## src/logic/add_family_pkg.sv

```systemverilog
package add_family_pkg;

  // opcode group codes in bits 15..12
  localparam logic [3:0] GRP_BCD       = 4'hC;
  localparam logic [3:0] GRP_ADD       = 4'hD;
  localparam logic [3:0] GRP_IMM       = 4'h0;
  localparam logic [3:0] IMM_SUBCODE   = 4'h6;  // bits 11..8 of the immediate add
  localparam logic [3:0] BCD_ZERO_BITS = 4'h0;  // bits 7..4 of the bcd add

  // operation selector codes
  localparam logic [2:0] SEL_EA_TO_REG_B = 3'h0;
  localparam logic [2:0] SEL_EA_TO_REG_W = 3'h1;
  localparam logic [2:0] SEL_EA_TO_REG_L = 3'h2;
  localparam logic [2:0] SEL_AREG_W      = 3'h3;
  localparam logic [2:0] SEL_REG_TO_EA_B = 3'h4;
  localparam logic [2:0] SEL_REG_TO_EA_W = 3'h5;
  localparam logic [2:0] SEL_REG_TO_EA_L = 3'h6;
  localparam logic [2:0] SEL_AREG_L      = 3'h7;

  // operand sizes
  localparam logic [1:0] SZ_BYTE = 2'h0;
  localparam logic [1:0] SZ_WORD = 2'h1;
  localparam logic [1:0] SZ_LONG = 2'h2;

  // effective address modes
  localparam logic [2:0] EA_DREG  = 3'h0;
  localparam logic [2:0] EA_AREG  = 3'h1;
  localparam logic [2:0] EA_IND   = 3'h2;
  localparam logic [2:0] EA_POST  = 3'h3;
  localparam logic [2:0] EA_PRE   = 3'h4;
  localparam logic [2:0] EA_DISP  = 3'h5;
  localparam logic [2:0] EA_INDEX = 3'h6;
  localparam logic [2:0] EA_EXT   = 3'h7;
  // register field values under mode 111
  localparam logic [2:0] EXT_ABS_W  = 3'h0;
  localparam logic [2:0] EXT_ABS_L  = 3'h1;
  localparam logic [2:0] EXT_PC_D   = 3'h2;
  localparam logic [2:0] EXT_PC_X   = 3'h3;
  localparam logic [2:0] EXT_IMM    = 3'h4;

  // operation kinds reported on the decode port
  typedef enum logic [4:0] {
    OP_NONE  = 5'h01,
    OP_BCD   = 5'h02,
    OP_BIN   = 5'h04,
    OP_AREG  = 5'h08,
    OP_IMM   = 5'h10
  } op_e;

  // flag bit positions in the five-bit condition field
  localparam int FLAG_C = 0;
  localparam int FLAG_V = 1;
  localparam int FLAG_Z = 2;
  localparam int FLAG_N = 3;
  localparam int FLAG_X = 4;
  localparam logic [4:0] FLAGS_RESET = 5'h00;
  localparam logic [31:0] RESULT_RESET = 32'h0000_0000;

endpackage

```

## src/logic/add_ea_check.sv

```systemverilog
`timescale 1ns/1ps
`default_nettype none
// classifies an effective address field against the three allowed sets
module add_ea_check (
  input  wire logic [2:0] mode,
  input  wire logic [2:0] reg_no,
  output logic            ok_any,
  output logic            ok_mem_alt,
  output logic            ok_data_alt
);
  import add_family_pkg::*;

  logic ext_abs;
  logic ext_all;

  // absolute forms and every legal mode 111 form
  assign ext_abs = (mode == EA_EXT) && (reg_no == EXT_ABS_W || reg_no == EXT_ABS_L);
  assign ext_all = (mode == EA_EXT) && (reg_no <= EXT_IMM);

  // source side takes every mode
  assign ok_any = (mode != EA_EXT) || ext_all;
  // memory alterable: 010..110 and absolute
  assign ok_mem_alt = ((mode >= EA_IND) && (mode <= EA_INDEX)) || ext_abs;
  // data alterable adds data register direct
  assign ok_data_alt = ok_mem_alt || (mode == EA_DREG);

endmodule // add_ea_check
`default_nettype wire

```

## src/logic/add_bcd_byte.sv

```systemverilog
`timescale 1ns/1ps
`default_nettype none
// packed bcd byte adder with extend input
module add_bcd_byte (
  input  wire logic [7:0] src,
  input  wire logic [7:0] dst,
  input  wire logic       x_in,
  output logic [7:0]      sum,
  output logic            carry
);

  logic [4:0] lo_raw;
  logic [4:0] lo_fix;
  logic       lo_c;
  logic [4:0] hi_raw;
  logic [4:0] hi_fix;

  // low digit then high digit, each corrected above nine
  always_comb begin
    lo_raw = {1'b0, src[3:0]} + {1'b0, dst[3:0]} + {4'h0, x_in};
    lo_c   = (lo_raw > 5'h09);
    lo_fix = lo_c ? (lo_raw + 5'h06) : lo_raw;
    hi_raw = {1'b0, src[7:4]} + {1'b0, dst[7:4]} + {4'h0, lo_c};
    carry  = (hi_raw > 5'h09);
    hi_fix = carry ? (hi_raw + 5'h06) : hi_raw;
    sum    = {hi_fix[3:0], lo_fix[3:0]};
  end

endmodule // add_bcd_byte
`default_nettype wire

```

## src/logic/add_family_decode_execute.sv

```systemverilog
`timescale 1ns/1ps
`default_nettype none
module add_family_decode_execute (
  input  wire logic        mclk,
  input  wire logic        rstn,
  // decode port from fetch
  input  wire logic        dec_valid,
  input  wire logic [15:0] opword,
  output logic             dec_legal,
  output logic             dec_illegal,
  output add_family_pkg::op_e dec_op,
  output logic [1:0]       dec_size,
  output logic             dec_ea_is_dst,
  output logic             dec_mem_to_mem,
  output logic [2:0]       dec_reg,
  output logic [2:0]       dec_ea_mode,
  output logic [2:0]       dec_ea_reg,
  output logic [1:0]       dec_ext_words,
  // execute port from operand access
  input  wire logic        ex_valid,
  input  wire logic [15:0] ex_opword,
  input  wire logic [31:0] src_operand,
  input  wire logic [31:0] dst_operand,
  input  wire logic [31:0] imm_word_hi,
  input  wire logic [31:0] imm_word_lo,
  input  wire logic [4:0]  flags_in,
  output logic             res_valid,
  output logic [31:0]      result,
  output logic             result_to_areg,
  output logic [4:0]       flags_out,
  output logic             flags_write
);
  import add_family_pkg::*;

  //////////////////////////////////////////////////////////////////////
  // decode fields
  typedef struct packed {
    logic        rs1;
    logic        rs2;
    logic        dv;
    logic        legal;
    logic        illegal;
    op_e         op;
    logic [1:0]  size;
    logic        ea_dst;
    logic        m2m;
    logic [2:0]  rg;
    logic [2:0]  mode;
    logic [2:0]  ereg;
    logic [1:0]  extw;
    logic        rv;
    logic [31:0] res;
    logic        to_areg;
    logic [4:0]  flags;
    logic        fwr;
  } state_s;

  state_s st_q;
  state_s st_d;

  logic [3:0] grp;
  logic [2:0] sel;
  logic [2:0] m;
  logic [2:0] r;
  logic       ok_any;
  logic       ok_mem;
  logic       ok_dat;
  logic       rst_s2;

  // field positions of the add group opcode
  assign grp = opword[15:12];
  assign sel = opword[8:6];
  assign m   = opword[5:3];
  assign r   = opword[2:0];

  add_ea_check u_ea (
    .mode        (m),
    .reg_no      (r),
    .ok_any      (ok_any),
    .ok_mem_alt  (ok_mem),
    .ok_data_alt (ok_dat)
  );

  //////////////////////////////////////////////////////////////////////
  // execute datapath

  logic       x_grp_bcd;
  logic       x_grp_imm;
  logic [2:0] x_sel;
  logic [1:0] x_size;
  logic       x_areg;
  logic [7:0] bcd_sum;
  logic       bcd_c;

  // execute recovers the kind from its own copy of the opword
  assign x_grp_bcd = (ex_opword[15:12] == GRP_BCD);
  assign x_grp_imm = (ex_opword[15:12] == GRP_IMM);
  assign x_sel     = ex_opword[8:6];
  assign x_areg    = !x_grp_bcd && !x_grp_imm
                     && (x_sel == SEL_AREG_W || x_sel == SEL_AREG_L);
  assign x_size    = x_grp_imm ? ex_opword[7:6] : x_sel[1:0];

  add_bcd_byte u_bcd (
    .src   (src_operand[7:0]),
    .dst   (dst_operand[7:0]),
    .x_in  (flags_in[FLAG_X]),
    .sum   (bcd_sum),
    .carry (bcd_c)
  );

  //////////////////////////////////////////////////////////////////////
  // next state

  always_comb begin
    logic [32:0] sum33;
    logic [31:0] a;
    logic [31:0] b;
    logic        cy;
    logic        ov;
    logic        ng;
    logic        zr;
    sum33 = 33'h0_0000_0000;
    a     = 32'h0000_0000;
    b     = 32'h0000_0000;
    cy    = 1'b0;
    ov    = 1'b0;
    ng    = 1'b0;
    zr    = 1'b0;
    st_d  = st_q;

    // decode stage
    st_d.dv      = dec_valid;
    st_d.legal   = 1'b0;
    st_d.illegal = 1'b0;
    st_d.op      = OP_NONE;
    st_d.size    = SZ_BYTE;
    st_d.ea_dst  = 1'b0;
    st_d.m2m     = 1'b0;
    st_d.rg      = opword[11:9];
    st_d.mode    = m;
    st_d.ereg    = r;
    st_d.extw    = 2'h0;
    if (dec_valid) begin
      if (grp == GRP_BCD && opword[8] && opword[7:4] == BCD_ZERO_BITS) begin
        st_d.op    = OP_BCD;
        st_d.size  = SZ_BYTE;
        st_d.m2m   = opword[3];
        st_d.mode  = opword[3] ? EA_PRE : EA_DREG;
        st_d.legal = 1'b1;
      end else if (grp == GRP_ADD) begin
        unique case (sel)
          SEL_EA_TO_REG_B, SEL_EA_TO_REG_W, SEL_EA_TO_REG_L: begin
            st_d.op    = OP_BIN;
            st_d.size  = sel[1:0];
            // address direct only for word and long
            st_d.legal = ok_any && !(m == EA_AREG && sel == SEL_EA_TO_REG_B);
          end
          SEL_REG_TO_EA_B, SEL_REG_TO_EA_W, SEL_REG_TO_EA_L: begin
            st_d.op     = OP_BIN;
            st_d.size   = sel[1:0];
            st_d.ea_dst = 1'b1;
            // data register destination form is invalid here
            st_d.legal  = ok_mem;
          end
          SEL_AREG_W, SEL_AREG_L: begin
            st_d.op    = OP_AREG;
            st_d.size  = (sel == SEL_AREG_W) ? SZ_WORD : SZ_LONG;
            st_d.legal = ok_any;
          end
        endcase
      end else if (grp == GRP_IMM && opword[11:8] == IMM_SUBCODE
                   && opword[7:6] != 2'h3) begin
        st_d.op     = OP_IMM;
        st_d.size   = opword[7:6];
        st_d.ea_dst = 1'b1;
        st_d.extw   = (opword[7:6] == SZ_LONG) ? 2'h2 : 2'h1;
        st_d.legal  = ok_dat;
      end
      st_d.illegal = !st_d.legal;
      if (!st_d.legal) begin
        st_d.op = OP_NONE;
      end
    end

    // execute stage
    st_d.rv      = ex_valid;
    st_d.fwr     = 1'b0;
    st_d.to_areg = 1'b0;
    if (ex_valid) begin
      if (x_grp_bcd) begin
        st_d.res   = {dst_operand[31:8], bcd_sum};
        st_d.flags = flags_in;
        st_d.flags[FLAG_C] = bcd_c;
        st_d.flags[FLAG_X] = bcd_c;
        // zero only ever cleared, n and v left as they were
        if (bcd_sum != 8'h00) begin
          st_d.flags[FLAG_Z] = 1'b0;
        end
        st_d.fwr = 1'b1;
      end else if (x_areg) begin
        // word source sign extended, whole register updated
        a = (x_sel == SEL_AREG_W) ? {{16{src_operand[15]}}, src_operand[15:0]}
                                  : src_operand;
        st_d.res     = a + dst_operand;
        st_d.to_areg = 1'b1;
        st_d.flags   = flags_in;
      end else begin
        // immediate data taken by size from the extension words
        if (x_grp_imm) begin
          unique case (x_size)
            SZ_BYTE: a = {24'h00_0000, imm_word_hi[7:0]};
            SZ_WORD: a = {16'h0000, imm_word_hi[15:0]};
            default: a = {imm_word_hi[15:0], imm_word_lo[15:0]};
          endcase
        end else begin
          a = src_operand;
        end
        b = dst_operand;
        unique case (x_size)
          SZ_BYTE: begin
            sum33 = {25'h0, a[7:0]} + {25'h0, b[7:0]};
            cy = sum33[8];
            ng = sum33[7];
            zr = (sum33[7:0] == 8'h00);
            ov = (a[7] == b[7]) && (sum33[7] != a[7]);
            st_d.res = {b[31:8], sum33[7:0]};
          end
          SZ_WORD: begin
            sum33 = {17'h0, a[15:0]} + {17'h0, b[15:0]};
            cy = sum33[16];
            ng = sum33[15];
            zr = (sum33[15:0] == 16'h0000);
            ov = (a[15] == b[15]) && (sum33[15] != a[15]);
            st_d.res = {b[31:16], sum33[15:0]};
          end
          default: begin
            sum33 = {1'b0, a} + {1'b0, b};
            cy = sum33[32];
            ng = sum33[31];
            zr = (sum33[31:0] == 32'h0000_0000);
            ov = (a[31] == b[31]) && (sum33[31] != a[31]);
            st_d.res = sum33[31:0];
          end
        endcase
        st_d.flags = {cy, ng, zr, ov, cy};
        st_d.fwr   = 1'b1;
      end
    end

    // two flop release of the reset; the rest stays cleared until it ends
    st_d.rs1 = 1'b1;
    st_d.rs2 = st_q.rs1;
    if (!st_q.rs2) begin
      st_d = '{op: OP_NONE, res: RESULT_RESET, flags: FLAGS_RESET, rs1: 1'b1, rs2: st_q.rs1,
               default: '0};
    end
  end

  //////////////////////////////////////////////////////////////////////
  // state register
  always_ff @(posedge mclk or negedge rstn) begin
    if (!rstn) begin
      st_q <= '{op: OP_NONE, res: RESULT_RESET, flags: FLAGS_RESET, default: '0};
    end else begin
      st_q <= st_d;
    end
  end

  // outputs straight from the state register
  assign dec_legal      = st_q.dv && st_q.legal;
  assign dec_illegal    = st_q.dv && st_q.illegal;
  assign dec_op         = st_q.op;
  assign dec_size       = st_q.size;
  assign dec_ea_is_dst  = st_q.ea_dst;
  assign dec_mem_to_mem = st_q.m2m;
  assign dec_reg        = st_q.rg;
  assign dec_ea_mode    = st_q.mode;
  assign dec_ea_reg     = st_q.ereg;
  assign dec_ext_words  = st_q.extw;
  assign res_valid      = st_q.rv;
  assign result         = st_q.res;
  assign result_to_areg = st_q.to_areg;
  assign flags_out      = st_q.flags;
  assign flags_write    = st_q.fwr;
  assign rst_s2         = st_q.rs2; // released reset copy

  //////////////////////////////////////////////////////////////////////
  // checks
  property p_bcd_flags;
    @(posedge mclk) disable iff (!rst_s2)
      (ex_valid && x_grp_bcd) |=> (flags_out[FLAG_X] == flags_out[FLAG_C]) && flags_write;
  endproperty
  a_bcd_flags: assert property (p_bcd_flags) else $error("bcd extend differs from carry");
  property p_bcd_zero;
    @(posedge mclk) disable iff (!rst_s2)
      (ex_valid && x_grp_bcd && !flags_in[FLAG_Z]) |=> !flags_out[FLAG_Z];
  endproperty
  a_bcd_zero: assert property (p_bcd_zero) else $error("bcd set zero flag");
  property p_areg_flags;
    @(posedge mclk) disable iff (!rst_s2)
      (ex_valid && x_areg) |=> (flags_out == $past(flags_in)) && !flags_write
                               && result_to_areg;
  endproperty
  a_areg_flags: assert property (p_areg_flags) else $error("address add touched flags");
  property p_bin_xc;
    @(posedge mclk) disable iff (!rst_s2)
      (ex_valid && !x_grp_bcd && !x_areg) |=> flags_out[FLAG_X] == flags_out[FLAG_C];
  endproperty
  a_bin_xc: assert property (p_bin_xc) else $error("binary extend differs from carry");
  property p_bin_zero;
    @(posedge mclk) disable iff (!rst_s2)
      (ex_valid && !x_grp_bcd && !x_areg && x_size == SZ_LONG)
      |=> flags_out[FLAG_Z] == (result == 32'h0000_0000);
  endproperty
  a_bin_zero: assert property (p_bin_zero) else $error("long add zero flag wrong");
  property p_dst_dreg;
    @(posedge mclk) disable iff (!rst_s2)
      (dec_valid && grp == GRP_ADD && sel[2] && sel != SEL_AREG_L && m == EA_DREG)
      |=> dec_illegal;
  endproperty
  a_dst_dreg: assert property (p_dst_dreg) else $error("data register ea destination taken");
  property p_byte_areg;
    @(posedge mclk) disable iff (!rst_s2)
      (dec_valid && grp == GRP_ADD && sel == SEL_EA_TO_REG_B && m == EA_AREG) |=> dec_illegal;
  endproperty
  a_byte_areg: assert property (p_byte_areg) else $error("byte address direct source taken");
  property p_imm_ext;
    @(posedge mclk) disable iff (!rst_s2)
      dec_legal && dec_op == OP_IMM |-> dec_ext_words == ((dec_size == SZ_LONG) ? 2'h2 : 2'h1);
  endproperty
  a_imm_ext: assert property (p_imm_ext) else $error("immediate word count wrong");
  property p_imm_dst;
    @(posedge mclk) disable iff (!rst_s2)
      (dec_valid && grp == GRP_IMM && opword[11:8] == IMM_SUBCODE && m == EA_AREG)
      |=> dec_illegal;
  endproperty
  a_imm_dst: assert property (p_imm_dst) else $error("immediate add to address register");

endmodule // add_family_decode_execute
`default_nettype wire

```

## config.mk

```make
export PLATFORM = sky130hd
export DESIGN_NAME = add_family_decode_execute
export DESIGN_NICKNAME = d
export VERILOG_FILES = /design/src/logic/add_family_pkg.sv /design/src/logic/add_ea_check.sv /design/src/logic/add_bcd_byte.sv /design/src/logic/add_family_decode_execute.sv
export SDC_FILE = /design/constraint.sdc
export NUM_CORES = 1
export LEC_CHECK = 0
export ABC_AREA = 1
export BUFFER_PORTS_ARGS = -buffer_cell sky130_fd_sc_hd__clkbuf_2
export CORE_MARGIN = 8
export CORE_UTILIZATION = 45
export CTS_CLUSTER_DIAMETER = 50
export CTS_CLUSTER_SIZE = 10
export DETAILED_ROUTE_END_ITERATION = 16
export PLACE_DENSITY = 0.79
export SYNTH_ARGS = -nofsm -noshare
export SYNTH_HDL_FRONTEND = slang
export SYNTH_SLANG_ARGS = --single-unit
export TNS_END_PERCENT = 5
```

## constraint.sdc

```tcl
create_clock -name mclk -period 2.7 [get_ports mclk]
set_input_delay 0.135 -clock mclk [delete_from_list [all_inputs] [get_ports mclk]]
set_output_delay 0.135 -clock mclk [all_outputs]
set_load 0.05 [all_outputs]
```

==> Word level (Yosys, flattened, before mapping) <==
Cells that the tools add are included.
{ "classes": {"addsub": 10, "multipliers": 0, "div": 0, "n_lt_le_gt_ge": 5, "n_eq_ne": 27, "shift": 0, "mux": 46, "n_bitwise": 0, "reduce_logical": 40} }
{ "ops": {"columns": ["cell", "n"], "rows": [
  ["two-way mux 32 bit", 7],
  ["case mux 32 bit (2 select lines)", 2],
  ["two-way mux 63 bit", 1],
  ["two-way mux 39 bit", 1],
  ["adder 32 x 32 -> 33 bit", 1],
  ["adder 32 bit", 1],
  ["zero test 32 bit", 1],
  ["== test 3 bit (second input constant)", 6],
  ["adder 16 x 16 -> 17 bit", 1],
  ["logical AND 1 bit", 16],
  ["zero test 16 bit", 1],
  ["two-way mux 8 bit", 2],
  ["case mux 7 bit (2 select lines)", 1],
  ["== test 4 bit (second input constant)", 3],
  ["zero test 4 bit", 3],
  ["two-way mux 2 bit", 6],
  ["two-way mux 1 bit", 11],
  ["two-way mux 11 bit", 1],
  ["adder 4 x 4 -> 5 bit", 2],
  ["adder 5 x 1 -> 5 bit", 2],
  ["> comparator 5 x 4 -> 1 bit (second input constant)", 2],
  ["two-way mux 5 bit", 2],
  ["adder 8 x 8 -> 9 bit", 1],
  ["== test 3 x 1 -> 1 bit (second input constant)", 3],
  ["other kinds (26)", 51]
]} }
{ "word_totals": {"register_bits": 65, "latchBits": 0, "ram_bits": 0, "mem_bits_ro": 0, "in_bits": 169, "output_inout_bits": 62, "elab_cells": 146, "memories": 0} }

==> Longest topological paths before layout <==
Gate-level depths: netlist of run 1.
{ "depth": {"ltp_word": 15, "ltp_mapped": 28, "mapped_depth_nobuf": 27} }

==> Modules after synthesis <==
Synthesis of run 1 repeated with hierarchy kept, for this count alone.
{ "hier_totals": {"cells_unflattened": 1635, "area_unflattened_um2": 9676.8} }
{ "modules_own_cells": {"columns": ["module", "n_inst", "cells_each", "area_per_inst_um2", "seq_area_each_um2"], "rows": [
  ["add_family_decode_execute", 1, 1526, 8979.9, 1627.8],
  ["add_bcd_byte", 1, 95, 634.4, 0.0],
  ["add_ea_check", 1, 14, 62.6, 0.0]
]} }

==> Least setup slack after synthesis of run 1 <==
Ideal clock, no wire load.
{ "synth_timing": {"kind": "input -> register", "startpoint": "input port src_operand[0]", "endpoint": "register st_q, in the netlist flags_out[2]", "setup_time_ns": 0.066, "arrival_ns": 3.288, "required_time_ns": 2.634, "slack_ns": -0.654, "stages": 21, "n_path_buf": 0, "cell_sequence": "fa_1 fa_1 xnor2_1 inv_1 nor2_1 o21ai_1 inv_1 fa_1 inv_1 fa_1 inv_1 nand2_1 inv_1 o21ai_2 xor2_1 nand2_1 nor2_1 nand2_1 a21oi_1 nand2_1 nand2_1"} }
{ "synth_via": {"elab_chain_cells": 11, "word_cells_on_any_way": 26, "cone_classes": "add/sub (8); order compare (2); mux (12); reduce/logical (4)"} }
{ "synth_lines": {"columns": ["element", "line_no", "source"], "rows": [
  ["start, declared", "add_family_decode_execute.sv:22", "input wire logic [31:0] src_operand,"],
  ["adder 4 x 4 -> 5 bit / two-way mux 32 bit (equally long branches)", "add_bcd_byte.sv:20, add_family_decode_execute.sv:209", null],
  ["adder 5 x 1 -> 5 bit / two-way mux 32 bit (equally long branches)", "add_bcd_byte.sv:20, add_family_decode_execute.sv:200", null],
  ["> comparator 5 x 4 -> 1 bit / two-way mux 32 bit (equally long branches)", "add_bcd_byte.sv:21, add_family_decode_execute.sv:190", null],
  ["adder 5 x 1 -> 5 bit / two-way mux 32 bit (equally long branches)", "add_bcd_byte.sv:23, add_family_decode_execute.sv:189", null],
  ["adder 4 x 3 -> 4 bit (tied with other cells)", "add_bcd_byte.sv:25", "hi_fix = carry ? (hi_raw + 5'h06) : hi_raw;"],
  ["two-way mux 4 bit (tied with other cells)", "add_bcd_byte.sv:25", null],
  ["nonzero test 8 bit / case mux 1 bit (2 select lines) (equally long branches)", "add_family_decode_execute.sv:196, add_family_decode_execute.sv:219", null],
  ["two-way mux 1 bit / two-way mux 5 bit (equally long branches)", "add_family_decode_execute.sv:196, add_family_decode_execute.sv:200", null],
  ["two-way mux 6 bit *", "add_family_decode_execute.sv:190", "if (x_grp_bcd) begin"],
  ["two-way mux 39 bit *", "add_family_decode_execute.sv:189", "if (ex_valid) begin"],
  ["two-way mux 63 bit *", "add_family_decode_execute.sv:253", "if (!st_q.rs2) begin"],
  ["end signal, assigned", "add_family_decode_execute.sv:265", "st_q <= st_d;"],
  ["end, declared", "add_family_decode_execute.sv:58", "state_s st_q;"]
]} }
Every way passes the cells marked *; elsewhere a longest branch is shown, timed or not. The select of a mux whose other input is x is not followed.
A chain may end at the register's enable or synchronous reset.

==> Final worst setup path of run 1 <==
{ "layout_timing": {"startpoint": "input port flags_in[4]", "endpoint": "register st_q, in the netlist flags_out[2]"} }
{ "layout_via": {"elab_chain_cells": 10, "word_cells_on_any_way": 13, "cone_classes": "add/sub (4); order compare (2); mux (6); reduce/logical (1)"} }
{ "layout_lines": {"columns": ["element", "line_no", "source"], "rows": [
  ["start, declared", "add_family_decode_execute.sv:26", "input wire logic [4:0] flags_in,"],
  ["adder 5 x 1 -> 5 bit *", "add_bcd_byte.sv:20", "lo_raw = {1'b0, src[3:0]} + {1'b0, dst[3:0]} + {4'h0, x_in};"],
  ["> comparator 5 x 4 -> 1 bit", "add_bcd_byte.sv:21", "lo_c = (lo_raw > 5'h09);"],
  ["adder 5 x 1 -> 5 bit", "add_bcd_byte.sv:23", "hi_raw = {1'b0, src[7:4]} + {1'b0, dst[7:4]} + {4'h0, lo_c};"],
  ["adder 4 x 3 -> 4 bit / > comparator 5 x 4 -> 1 bit (equally long branches)", "add_bcd_byte.sv:25, add_bcd_byte.sv:24", null],
  ["two-way mux 4 bit", "add_bcd_byte.sv:25", null],
  ["nonzero test 8 bit *", "add_family_decode_execute.sv:196", "if (bcd_sum != 8'h00) begin"],
  ["two-way mux 1 bit *", "add_family_decode_execute.sv:196", null],
  ["two-way mux 6 bit *", "add_family_decode_execute.sv:190", null],
  ["two-way mux 39 bit *", "add_family_decode_execute.sv:189", null],
  ["two-way mux 63 bit *", "add_family_decode_execute.sv:253", null]
]} }
Marks and branches as above.

==> results summary, run 1 <==
The setup slack of the critical path after layout came out at -377.8 ps. The number of H-tree branching levels came out at 3. Yosys mapped a number of flops with a built-in enable equal to 0. The number of pins with negative max-slew slack in the final report is 0. Row generation in the floorplan step produced 53 rows. The type of origin of the critical path is an input port. The areal power density over the cells came out at 421.0 nW/µm². Measured against its own limit, the worst slew margin works out to 65.14%. In the routed design, unresolved DRC markers number 0. The total area inside the core boundary comes to about 21000 µm². The warning count from the yosys run is 0. Setup repair after global routing could not meet its margin everywhere.

The instance area after placement is 12080 µm². The overall power of the completed layout is 5346 µW. The maximum resistive drop on vdd came out at ~0.29 mV. After detailed routing, the average wire length per cell comes to between 15 and 20 µm. Dividing the final minimum period by the clock period gives 114.0%. The part of the power in registers is between 20% and 30%. Traced cell by cell, the critical path runs through buf_8 > fa_2 > fa_2 > xnor2_2 > inv_1 > nor2_2 > o21ai_2 > inv_2 > fa_2 > inv_2 > fa_2 > xnor2_4 > nand2_2 > inv_2 > o21ai_4 > xor2_2 > nand2_1 > nor2_1 > nand2_1 > a21oi_1 > nand2_1 > nand2_1.

The count of port buffers added during placement is approximately 190. The number of top-level pins is 231. The top cell family by delay on the critical path is adder cells. The clock latency on the worst-skew pair came out at 330 ps. Of all flip-flops after synthesis, the portion carrying an async set or reset was 100.0%. The number of antenna violations at the first check in global routing came out at 0. The die height came out at about 160 µm.

The leading cell type in the layout, fill and taps excluded is nand2_1. The endpoint arrival time on the critical path came out at 3340 ps. The maximum clock skew at final layout is 3.325 ps. The post-layout utilization of the core came out at between 60 and 70%. The number of max-cap violations came out at 0. The number of DRC violations after detailed-routing iteration 0 is 1055.

The flip-flop count of the largest register after layout is 32. The routed design has approximately 40000 µm of wire. The path type of the worst min-delay path is in -> reg. For this run, the leading register cell type out of synthesis is dfrtp_1. Averaged over all synthesized cells, the footprint is 5.771 µm². The share of power burned in the clock network came out at a little over a fifth.

The aggregate global routing overflow is 0. The growth of design area from synthesis to finish is 35.31%. The largest fanout on the critical path came out at 3.

The run finished, with violations left. The internal portion of the total power is 3034 µW. The number of antenna diodes in the final layout is 0. The effective utilization at floorplan came out at between 40% and 50%.

The kind of end point of the critical path is a flop. The fraction of power consumed by combinational cells is about three fifths. The via total after detailed routing came out at 11780. The slew of the pin with the lowest slew margin is 518.9 ps.

Among all stages on the critical path, the largest delay is contributed by fa_2. The final number of hold-violating endpoints was 0. The overall routing resource usage is 30.31%. The final count of negative-setup-slack endpoints is 27. The data required time at the worst endpoint is 2960 ps. In the layout the commonest cells are 547 x nand2_1, 258 x buf_4, 233 x inv_1. The number of detailed-route iterations in the first pass came out at 5.

The mapped cell area came out at around 9400 µm². For this run, the top clock speed supported by timing is between 0.3 and 0.4 GHz. The largest buffer count on any clock path is 2. After routing the design area is between 10000 and 15000 µm². The post-detailed-route count of antenna-violating nets is 0.

The number of different library cells used by synthesis comes to 54. The congestion estimate from routability-driven global placement came to between 1 and 1.5. The number of synthesized register bits came out at 65. The net switching component of the power is 2312 µW. The largest net degree at the start of global routing is 42. The estimated wirelength of the detail-placed design is about 34000 µm. The number of instances in the synthesized netlist came out at 1626. The clock-pin slew reported for the worst setup and hold paths after clock tree synthesis came out at ~50 ps. The proportion of total power due to net switching is between 40% and 50%. The clock root buffer is clkbuf_16. The summed negative setup slack over all endpoints came out at -3460 ps.

The first-pass GRT wire length is a little over 60000 µm. Counting every net in the synthesized netlist gives approximately 1900. The net total in the final layout came out at about 2200. For this run, the slowest stage of the critical path takes 440 ps. The critical path in this run is classified as in -> reg. The checks that failed: negative setup slack. The total CTS buffers came out at 9.

The floorplan step set the die width to about 160 µm. The clock sink count is 65. The shortest period the worst path allows came out at between 3000 and 4000 ps. The fraction of final layout cells sized beyond drive strength 1 came out at 28.33%. The buffering stage count on the worst path with inverters included is 5. The area of the die is 25730 µm². TritonCTS built the clock tree. The via count of the first global-routing pass is approximately 11000. The total leakage power came out at between 0.007 and 0.008 µW. Using the TritonRoute via totals, the vias-per-cell ratio works out to between 5 and 6. After synthesis, flip-flops and latches occupy 17.35% of the total area.
-- metal layers --
layer	global-route usage [%]	share of wire, %	wire length [µm]	vias up
li1	-	-	-	5874
met1	39.97	44	17980	5416
met2	51.36	46	18830	452
met3	3.839	7.0	2831	40
met4	7.604	2.1	867	0
met5	0	0	0	-
-- per-stage QoR --
| stage | worst slack [ps] | hold slack, ps | instances |
|---|---|---|---|
| 6_report | -377.8 | 14.94 | 2273 |
| 5_1_grt | -649.7 | 21.40 | 2273 |
| 4_1_cts | -370.0 | 7.743 | 2273 |
| 3_5_place_dp | -874.0 | 134.3 | 2251 |
| 3_3_place_gp | -707.9 | 123.8 | 2251 |
| 2_1_floorplan | -458.4 | -160.6 | 1626 |
-- worst min-delay path, cell delays in order --
cell and delay, ps:
clkbuf_2 90, nand2_1 50, inv_1 30
-- final cells by class --
| type | count | area [µm²] |
|---|---|---|
| clock buffer | 11 | 242.7 |
| fill | 2104 | 8059 |
| sequential | 65 | 1628 |
| multi-input combinational | 1226 | 6564 |
| clock inverter | 5 | 55.05 |
| tap | 275 | 344.1 |
| timing repair buffer | 451 | 2963 |
| inverter | 240 | 900.9 |
-- worst paths after layout --
kind / cells after the start / startpoint / end / slack (ps)
worst max-delay path: 22 / flags_in[4] / flags_out[2] / -380
worst min-delay path: 3 / opword[11] / dec_reg[2] / 10
min in group asynchronous: 2 / rstn / result[2] / 320
max in group asynchronous: 3 / rstn / dec_op[0] / 1640
worst max register to register: 8 / rst_s2 / result[19] / 1070
worst min register to register: 0 / st_q[64] / rst_s2 / 400
-- synthesized netlist by cell type (3+ instances only) --
| cell | count | area share (%) |
|---|---|---|
| a21o_1 | 7 | 0.56 |
| a21oi_1 | 108 | 5.8 |
| a31oi_1 | 10 | 0.67 |
| a32o_1 | 3 | 0.32 |
| buf_1 | 6 | 0.24 |
| buf_2 | 11 | 0.59 |
| buf_4 | 58 | 4.6 |
| clkbuf_1 | 19 | 0.76 |
| dfrtp_1 | 64 | 17 |
| fa_1 | 6 | 1.3 |
| ha_1 | 65 | 8.7 |
| inv_1 | 238 | 9.5 |
| nand2_1 | 557 | 22 |
| nand2_2 | 6 | 0.40 |
| nand3_1 | 79 | 4.2 |
| nand3_2 | 3 | 0.32 |
| nand3b_1 | 8 | 0.64 |
| nand4_1 | 10 | 0.67 |
| nor2_1 | 125 | 5.0 |
| nor2_2 | 8 | 0.53 |
| nor3_1 | 19 | 1.0 |
| nor4_1 | 4 | 0.27 |
| o211ai_1 | 19 | 1.5 |
| o21ai_0 | 100 | 5.3 |
| o21ai_1 | 15 | 0.80 |
| o21ai_2 | 4 | 0.37 |
| o22ai_1 | 4 | 0.27 |
| or2_2 | 6 | 0.40 |
| xnor2_1 | 19 | 1.8 |
| xor2_1 | 11 | 1.0 |
-- what timing repair did --
item	4_1_cts	5_1_grt
endpoints found under the hold margin	22	0
pin swaps	9	8
setup endpoints to repair	31	33
gates resized for setup	28	38
hold buffers	1	0
buffers inserted	5	0
-- cells by family (layout without fill, tap and decap cells) --
group / after synthesis / in the layout / share of synthesized area (%)
AND/OR/NAND/NOR: 834 / 834 / 36.55
buffers and inverters: 335 / 707 / 15.95
AO/OA/AOI/OAI: 290 / 290 / 17.37
adder cells (fa/ha/maj): 71 / 71 / 9.947
flip-flops: 65 / 65 / 17.35
XOR/XNOR: 30 / 30 / 2.800
other: 1 / 1 / 0.03996
-- power by group through the flow --
stage	Clock (µW)	Combinational, µW	Sequential [µW]
after floorplan	0	1700	1090
after global routing	1210	3370	1090
after global placement	0	2890	1090
after CTS	1160	2990	1080
final	1160	3100	1080
after detailed placement	0	2910	1090
Note: power is estimated with default switching activity, not from simulation.
==> run 2, diff against run 1 <==
==> constraint.sdc (replaced) <==
create_clock -name mclk -period 2.7 [get_ports mclk]
set_input_delay 0.405 -clock mclk [delete_from_list [all_inputs] [get_ports mclk]]
set_output_delay 0.405 -clock mclk [all_outputs]
set_load 0.05 [all_outputs]
==> results summary, run 2 (synthesized netlist as in run 1, its figures left out) <==
The final number of hold-violating endpoints is 0. After clock tree synthesis, the clock-pin slew on the worst setup and hold paths is 50 ps. The via count of the first global-routing pass came out at about 11000. The slew of the pin with the lowest slew margin is between 800 and 900 ps. The placeable core region came out at around 21000 µm². The maximum clock skew at final layout is ~3.5 ps. The number of DRC violations after detailed-routing iteration 0 is roughly 1300. Walking the worst path, the cells encountered are clkbuf_2 > fa_2 > fa_2 > xnor2_2 > inv_1 > nor2_2 > o21ai_2 > inv_2 > fa_2 > buf_4 > buf_4 > o21ai_2 > xnor2_1 > or2_4 > nand2_2 > nand4_1 > nor2_1 > nand2_1 > a21oi_1 > nand2_1 > nand2_1.

The number of max-cap violations is 0. In the post-route analysis, the smallest setup slack over all paths is -688.4 ps. The critical path is of the in -> reg type. The weighted congestion at the end of routability-driven global placement came out at between 1 and 1.5. After detailed routing, the number of remaining DRC violations is 0. The growth of design area from synthesis to finish is 36.47%. The kind of end point of the critical path is a flop.

After detailed routing, the total wire length is between 30000 and 40000 µm. Measured against its own limit, the worst slew margin works out to between 40% and 50%. In this run the worst setup path begins at src_operand[0].

The number of pins with negative max-slew slack in the final report is 0. The summed negative setup slack over all endpoints is -10980 ps. The total leakage power is around 0.0074 µW. The clock sink count is 65. The clock latency on the worst-skew pair came out at ~320 ps. The area of the die came out at 25730 µm².

In the layout the commonest cells are 544 x nand2_1, 258 x buf_4, 234 x inv_1. The number of H-tree branching levels is 3. The slowest stage of the critical path is the fa_2 cell. The largest fanout on the critical path came out at 3.

The share of the cycle needed by the critical path after routing is 125.5%. In this design, the stage delay of the slowest critical-path cell is ~420 ps. In the final design database the tool counted between 2000 and 2500 nets. The count of port buffers added during placement came out at ~190. The number of buffers inserted for hold repair after clock tree synthesis is 0. The die height is roughly 160 µm. The estimated wirelength of the detail-placed design is 32890 µm. The library cell used most frequently in the layout, excluding fill and tap cells, is nand2_1.

The fraction of final layout cells sized beyond drive strength 1 is 28.69%. The post-place setup slack came out at -1041 ps. The effective utilization at floorplan is a little under half. The type of origin of the critical path is an input port.

Counting along the longest clock path gives a buffer depth of 2. The flow ran to the end, but the final reports show violations. Setup violations remaining at the end of the flow were counted as 33.

Entering global routing, the biggest net connects 42 pins. The areal power density over the cells is between 400 and 500 nW/µm². The CTS tree is done. The data required time at the worst endpoint is slightly below 3000 ps.

The number of detailed-route iterations in the first pass came out at 6. In the routed layout, each cell is associated on average with a via count of between 5 and 6. The endpoint arrival time on the critical path came out at 3650 ps. The maximum resistive drop on vdd came out at ~0.32 mV. For this run, the top clock speed supported by timing is 0.2951 GHz. In this run the critical register-to-register path is launched from rst_s2. The average wire length per cell after detail routing came out at 16.80 µm.

The post-detailed-route count of antenna-violating nets came out at 0. The overall routing resource usage came out at 28.61%. The number of antenna violations at the first check in global routing came out at 0. Setup repair after global routing could not meet its margin everywhere.

The cell sitting at the root of the clock tree is a clkbuf_16. The register with the most flip-flops in the layout has 32 of them. The total CTS buffers came out at 9. The number of top-level pins is 231.

The number of antenna diodes in the final layout is 0. The path type of the worst min-delay path is in -> async. The checks that failed: negative setup slack. The first-pass GRT wire length is 58970 µm. The width of the chip came out at ~160 µm. The via total after detailed routing came out at between 10000 and 15000.

The total overflow left after global routing is 0. The shortest period the worst path allows came out at about 3400 ps. After floorplanning, the core was divided into 53 placement rows.
==> run 2: cell types whose count changed in the layout (fill, tap and decap cells not counted), sizes merged <==
cell | previous run | this run
buf | 263 | 269
clkbuf | 198 | 199
dlygate4sd3 | 1 | 0
==> run 2: through the flow <==
step / util, % / hold slack [ps] / power (µW) / instances / cell area (µm²)
after global placement: 58.76 / 334.1 / 3960 / 2257 / 12200
final: 61.70 / 165.2 / 5300 / 2279 / 12810
after detailed placement: 58.76 / 335.5 / 3993 / 2257 / 12200
after floorplan: - / 109.4 / 2788 / 1626 / 9413
after global routing: 61.70 / 234.6 / 5653 / 2279 / 12810
after CTS: 60.97 / 194.3 / 5200 / 2275 / 12650
==> run 2: per-layer routing <==
layer | global-route usage [%] | vias up | wire (µm)
met2 | 45.78 | 512 | 16930
met3 | 4.965 | 73 | 3181
met5 | 0 | - | 0
met1 | 37.31 | 5409 | 16640
met4 | 12.19 | 0 | 1527
li1 | - | 5886 | -
==> run 2: final cells by class <==
cell class / instances / area (µm²)
Fill cell: 2071 / 7950
Multi-Input combinational cell: 1226 / 6561
Timing Repair Buffer: 457 / 3074
Sequential cell: 65 / 1628
Inverter: 240 / 900.9
Tap cell: 275 / 344.1
Clock buffer: 11 / 242.7
Clock inverter: 5 / 55.05
==> run 2: worst max-delay path, delay by kind of cell <==
family	cells	cell delay, ps
fa+ha+maj	3	1180
simple gates	8	850
buf+inv	5	500
compound gates	3	410
xor+xnor	2	310
==> run 2: what timing repair did <==
action,CTS,global route
resized for setup,38,31
setup buffers,2,4
setup endpoints to repair,33,33
pin swaps,14,11
==> run 2: power breakdown <==
part	leakage (µW)	total [µW]	internal, µW	switching [µW]
Combinational	0.00635	3080	1270	1810
Clock	0.000142	1140	736	405
Sequential	0.000861	1080	1040	34.2
Total	0.00735	5300	3050	2250
==> run 2: final timing paths <==
check / end / slack [ps] / cells after the start
setup / recovery: flags_out[2] / -690 / 21
hold / removal: result[5] / 170 / 1
setup reg to reg: result[17] / 1110 / 7
hold reg to reg: rst_s2 / 350 / 0
max in group asynchronous: dec_ea_mode[1] / 1900 / 2
min in group mclk: dec_reg[2] / 290 / 3
==> run 3, diff against run 2 <==
RECOVER_POWER = 25   (was not set)
==> results summary, run 3 (synthesized netlist as in run 1, its figures left out) <==
The flow ran to the end, but the final reports show violations. The final reports fail on max-capacitance violations, max-slew violations, negative setup slack. On the final layout, the worst clock skew is 3.438 ps.

The aggregate global routing overflow came out at 0. The slew of the pin with the lowest slew margin came out at 1933 ps. The shortest period the worst path allows came out at between 3000 and 4000 ps. The clock root buffer is clkbuf_16. The fraction of final layout cells sized beyond drive strength 1 came out at between 20% and 30%. The part of the power in registers is ~20%. TritonCTS built the clock tree. The core region is about 21000 µm². The final-layout fill cell count came out at a little over 2000. The share of the cycle needed by the critical path after routing is 125.3%. The count of port buffers added during placement is 189. Detailed placement finished with a half-perimeter wire length of around 33000 µm. The critical path goes through clkbuf_2 > fa_2 > fa_2 > xnor2_2 > inv_1 > nor2_2 > o21ai_2 > inv_2 > fa_2 > buf_4 > buf_4 > o21ai_2 > xnor2_1 > or2_4 > nand2_2 > nand4_1 > nor2_1 > nand2_1 > a21oi_1 > nand2_1 > nand2_1.

The final number of hold-violating endpoints is 0. The net total in the final layout came out at 2239. The cell-internal power is 3051 µW. The weighted congestion at the end of routability-driven global placement is approximately 1.0.

The growth of design area from synthesis to finish came out at 36.41%. The number of max-cap violations came out at 1. The width of the chip came out at around 160 µm. The flip-flop count of the largest register after layout came out at 32. The via total after detailed routing came out at roughly 12000. After detailed routing, the number of remaining DRC violations is 0. The largest fanout on the critical path came out at 3.

The maximum resistive drop on vdd came out at 0.3150 mV. The worst setup path is launched from an input port. The first global-routing pass estimated 58970 µm of wire. Among all stages on the critical path, the largest delay is contributed by fa_2.

The achievable clock frequency is around 0.30 GHz. The via count of the first global-routing pass is roughly 11000. After detailed routing, the total wire length is about 38000 µm. The final count of negative-setup-slack endpoints is 33. The areal power density over the cells came out at just over 400 nW/µm².

The clock sink count came out at 65. Combinational logic burns between 50% and 60% of the power. The number of top-level pins is ~230. The proportion of total power due to net switching came out at roughly 42%. The clock latency on the worst-skew pair is between 300 and 400 ps. For this run, the slowest stage of the critical path takes 420 ps.

The leading cell type in the layout, fill and taps excluded is nand2_1. The top cell types in the final layout, fill and taps aside, are 544 x nand2_1, 257 x buf_4, 234 x inv_1. The number of placement rows is 53.

The kind of end point of the critical path is a flop. The total leakage power is between 0.007 and 0.008 µW. The area of the die came out at approximately 26000 µm². The data required time at the worst endpoint is 2960 ps. The overall routing resource usage came out at 28.61%. The path class of the tightest hold or removal check is in -> reg. The cell family contributing the most delay on the critical path is adder cells. The number of pins with negative max-slew slack in the final report is 34.

The largest net degree at the start of global routing came out at 42. The effective utilization at floorplan came out at between 40% and 50%. The number of H-tree branching levels is 3.

The total CTS buffers is 9. The number of DRC violations after detailed-routing iteration 0 is ~1300. The critical path is of the in -> reg type. The vias per cell is approximately 5.2. The largest buffer count on any clock path came out at 2. The post-detailed-route count of antenna-violating nets is 0. The average wire length per cell after detail routing is 16.80 µm.

Setup repair after global routing could not meet its margin everywhere. Counting both buffers and inverters, the worst setup path holds a total of 5. The number of detailed-route iterations in the first pass is 8. The share of power burned in the clock network is a little over a fifth. The endpoint arrival time on the critical path came out at ~3600 ps. The number of antenna violations at the first check in global routing is 0.

The die height came out at ~160 µm. Before CTS, the worst setup slack after placement is -1041 ps. The diode insertion count for antenna repair came out at 0. The setup slack of the critical path after layout is -682.0 ps. Headroom to the max-slew limit came out at -28.84%. The clock-pin slew reported for the worst setup and hold paths after clock tree synthesis is about 60 ps. Cells fill between 60% and 70% of the core in the end. For this design the total switching power over the nets is about 2200 µW.
==> run 3: changes by cell type in the layout (fill, tap and decap cells not counted) <==
| cell | before | now |
|---|---|---|
| buf_4 | 258 | 257 |
| clkbuf_1 | 1 | 3 |
| buf_2 | 1 | 0 |
==> run 3: metal layers <==
| metal | part of all wire [%] | GRT usage, % |
|---|---|---|
| met1 | 43 | 37.31 |
| met2 | 44 | 45.78 |
| met3 | 8.4 | 4.965 |
| met4 | 4.1 | 12.19 |
| met5 | 0 | 0 |
==> run 3: final timing paths <==
| kind | end | slack [ps] | cells after the start | startpoint |
|---|---|---|---|---|
| setup / recovery | flags_out[2] | -680 | 21 | src_operand[0] |
| hold / removal | dec_reg[2] | 290 | 3 | opword[11] |
| setup reg to reg | dec_size[1] | 1000 | 6 | rst_s2 |
| hold reg to reg | rst_s2 | 350 | 0 | st_q[64] |
| max in group asynchronous | res_valid | 960 | 1 | rstn |
| min in group asynchronous | result[5] | 610 | 1 | rstn |
==> run 3: final cells by class <==
type / count / area, µm² / area share [%]
clock buffer: 11 / 242.7 / 1.896
clock inverter: 5 / 55.05 / 0.4301
inverter: 240 / 900.9 / 7.037
multi-input combinational: 1226 / 6561 / 51.26
tap: 275 / 344.1 / 2.688
sequential: 65 / 1628 / 12.72
timing repair buffer: 457 / 3069 / 23.98
==> run 3: worst reg2reg max path, stage by stage (launching register included) <==
cell and delay [ps]:
dfrtp_1 340, clkbuf_1 390, nand2_1 180, nor2_1 190
inv_1 90, or2_2 310, o22ai_1 140
==> run 3: stage by stage <==
step | TNS (ps) | std cells | area (µm²) | total power (µW) | hold slack [ps]
after floorplan | -10960 | 1626 | 9413 | 2788 | 109.4
after detailed placement | -22960 | 2257 | 12200 | 3993 | 335.5
final | -10980 | 2279 | 12800 | 5299 | 291.0
after global placement | -21210 | 2257 | 12200 | 3960 | 334.1
after CTS | -9341 | 2275 | 12650 | 5200 | 194.3
after global routing | -17720 | 2279 | 12800 | 5652 | 300.2
==> run 3: power groups by stage <==
stage          sequential [µW]  clock, µW  combinational, µW
2_1_floorplan             1090          0               1700
3_3_place_gp              1090          0               2870
3_5_place_dp              1090          0               2900
4_1_cts                   1080       1150               2970
5_1_grt                   1080       1200               3360
6_report                  1080       1140               3080
==> run 3: timing repair <==
action,in CTS,in global routing
hold buffers,0,0
pin swaps,14,11
resized for setup,38,31
setup endpoints to repair,33,33
buffers inserted,2,4
cloned,0,0
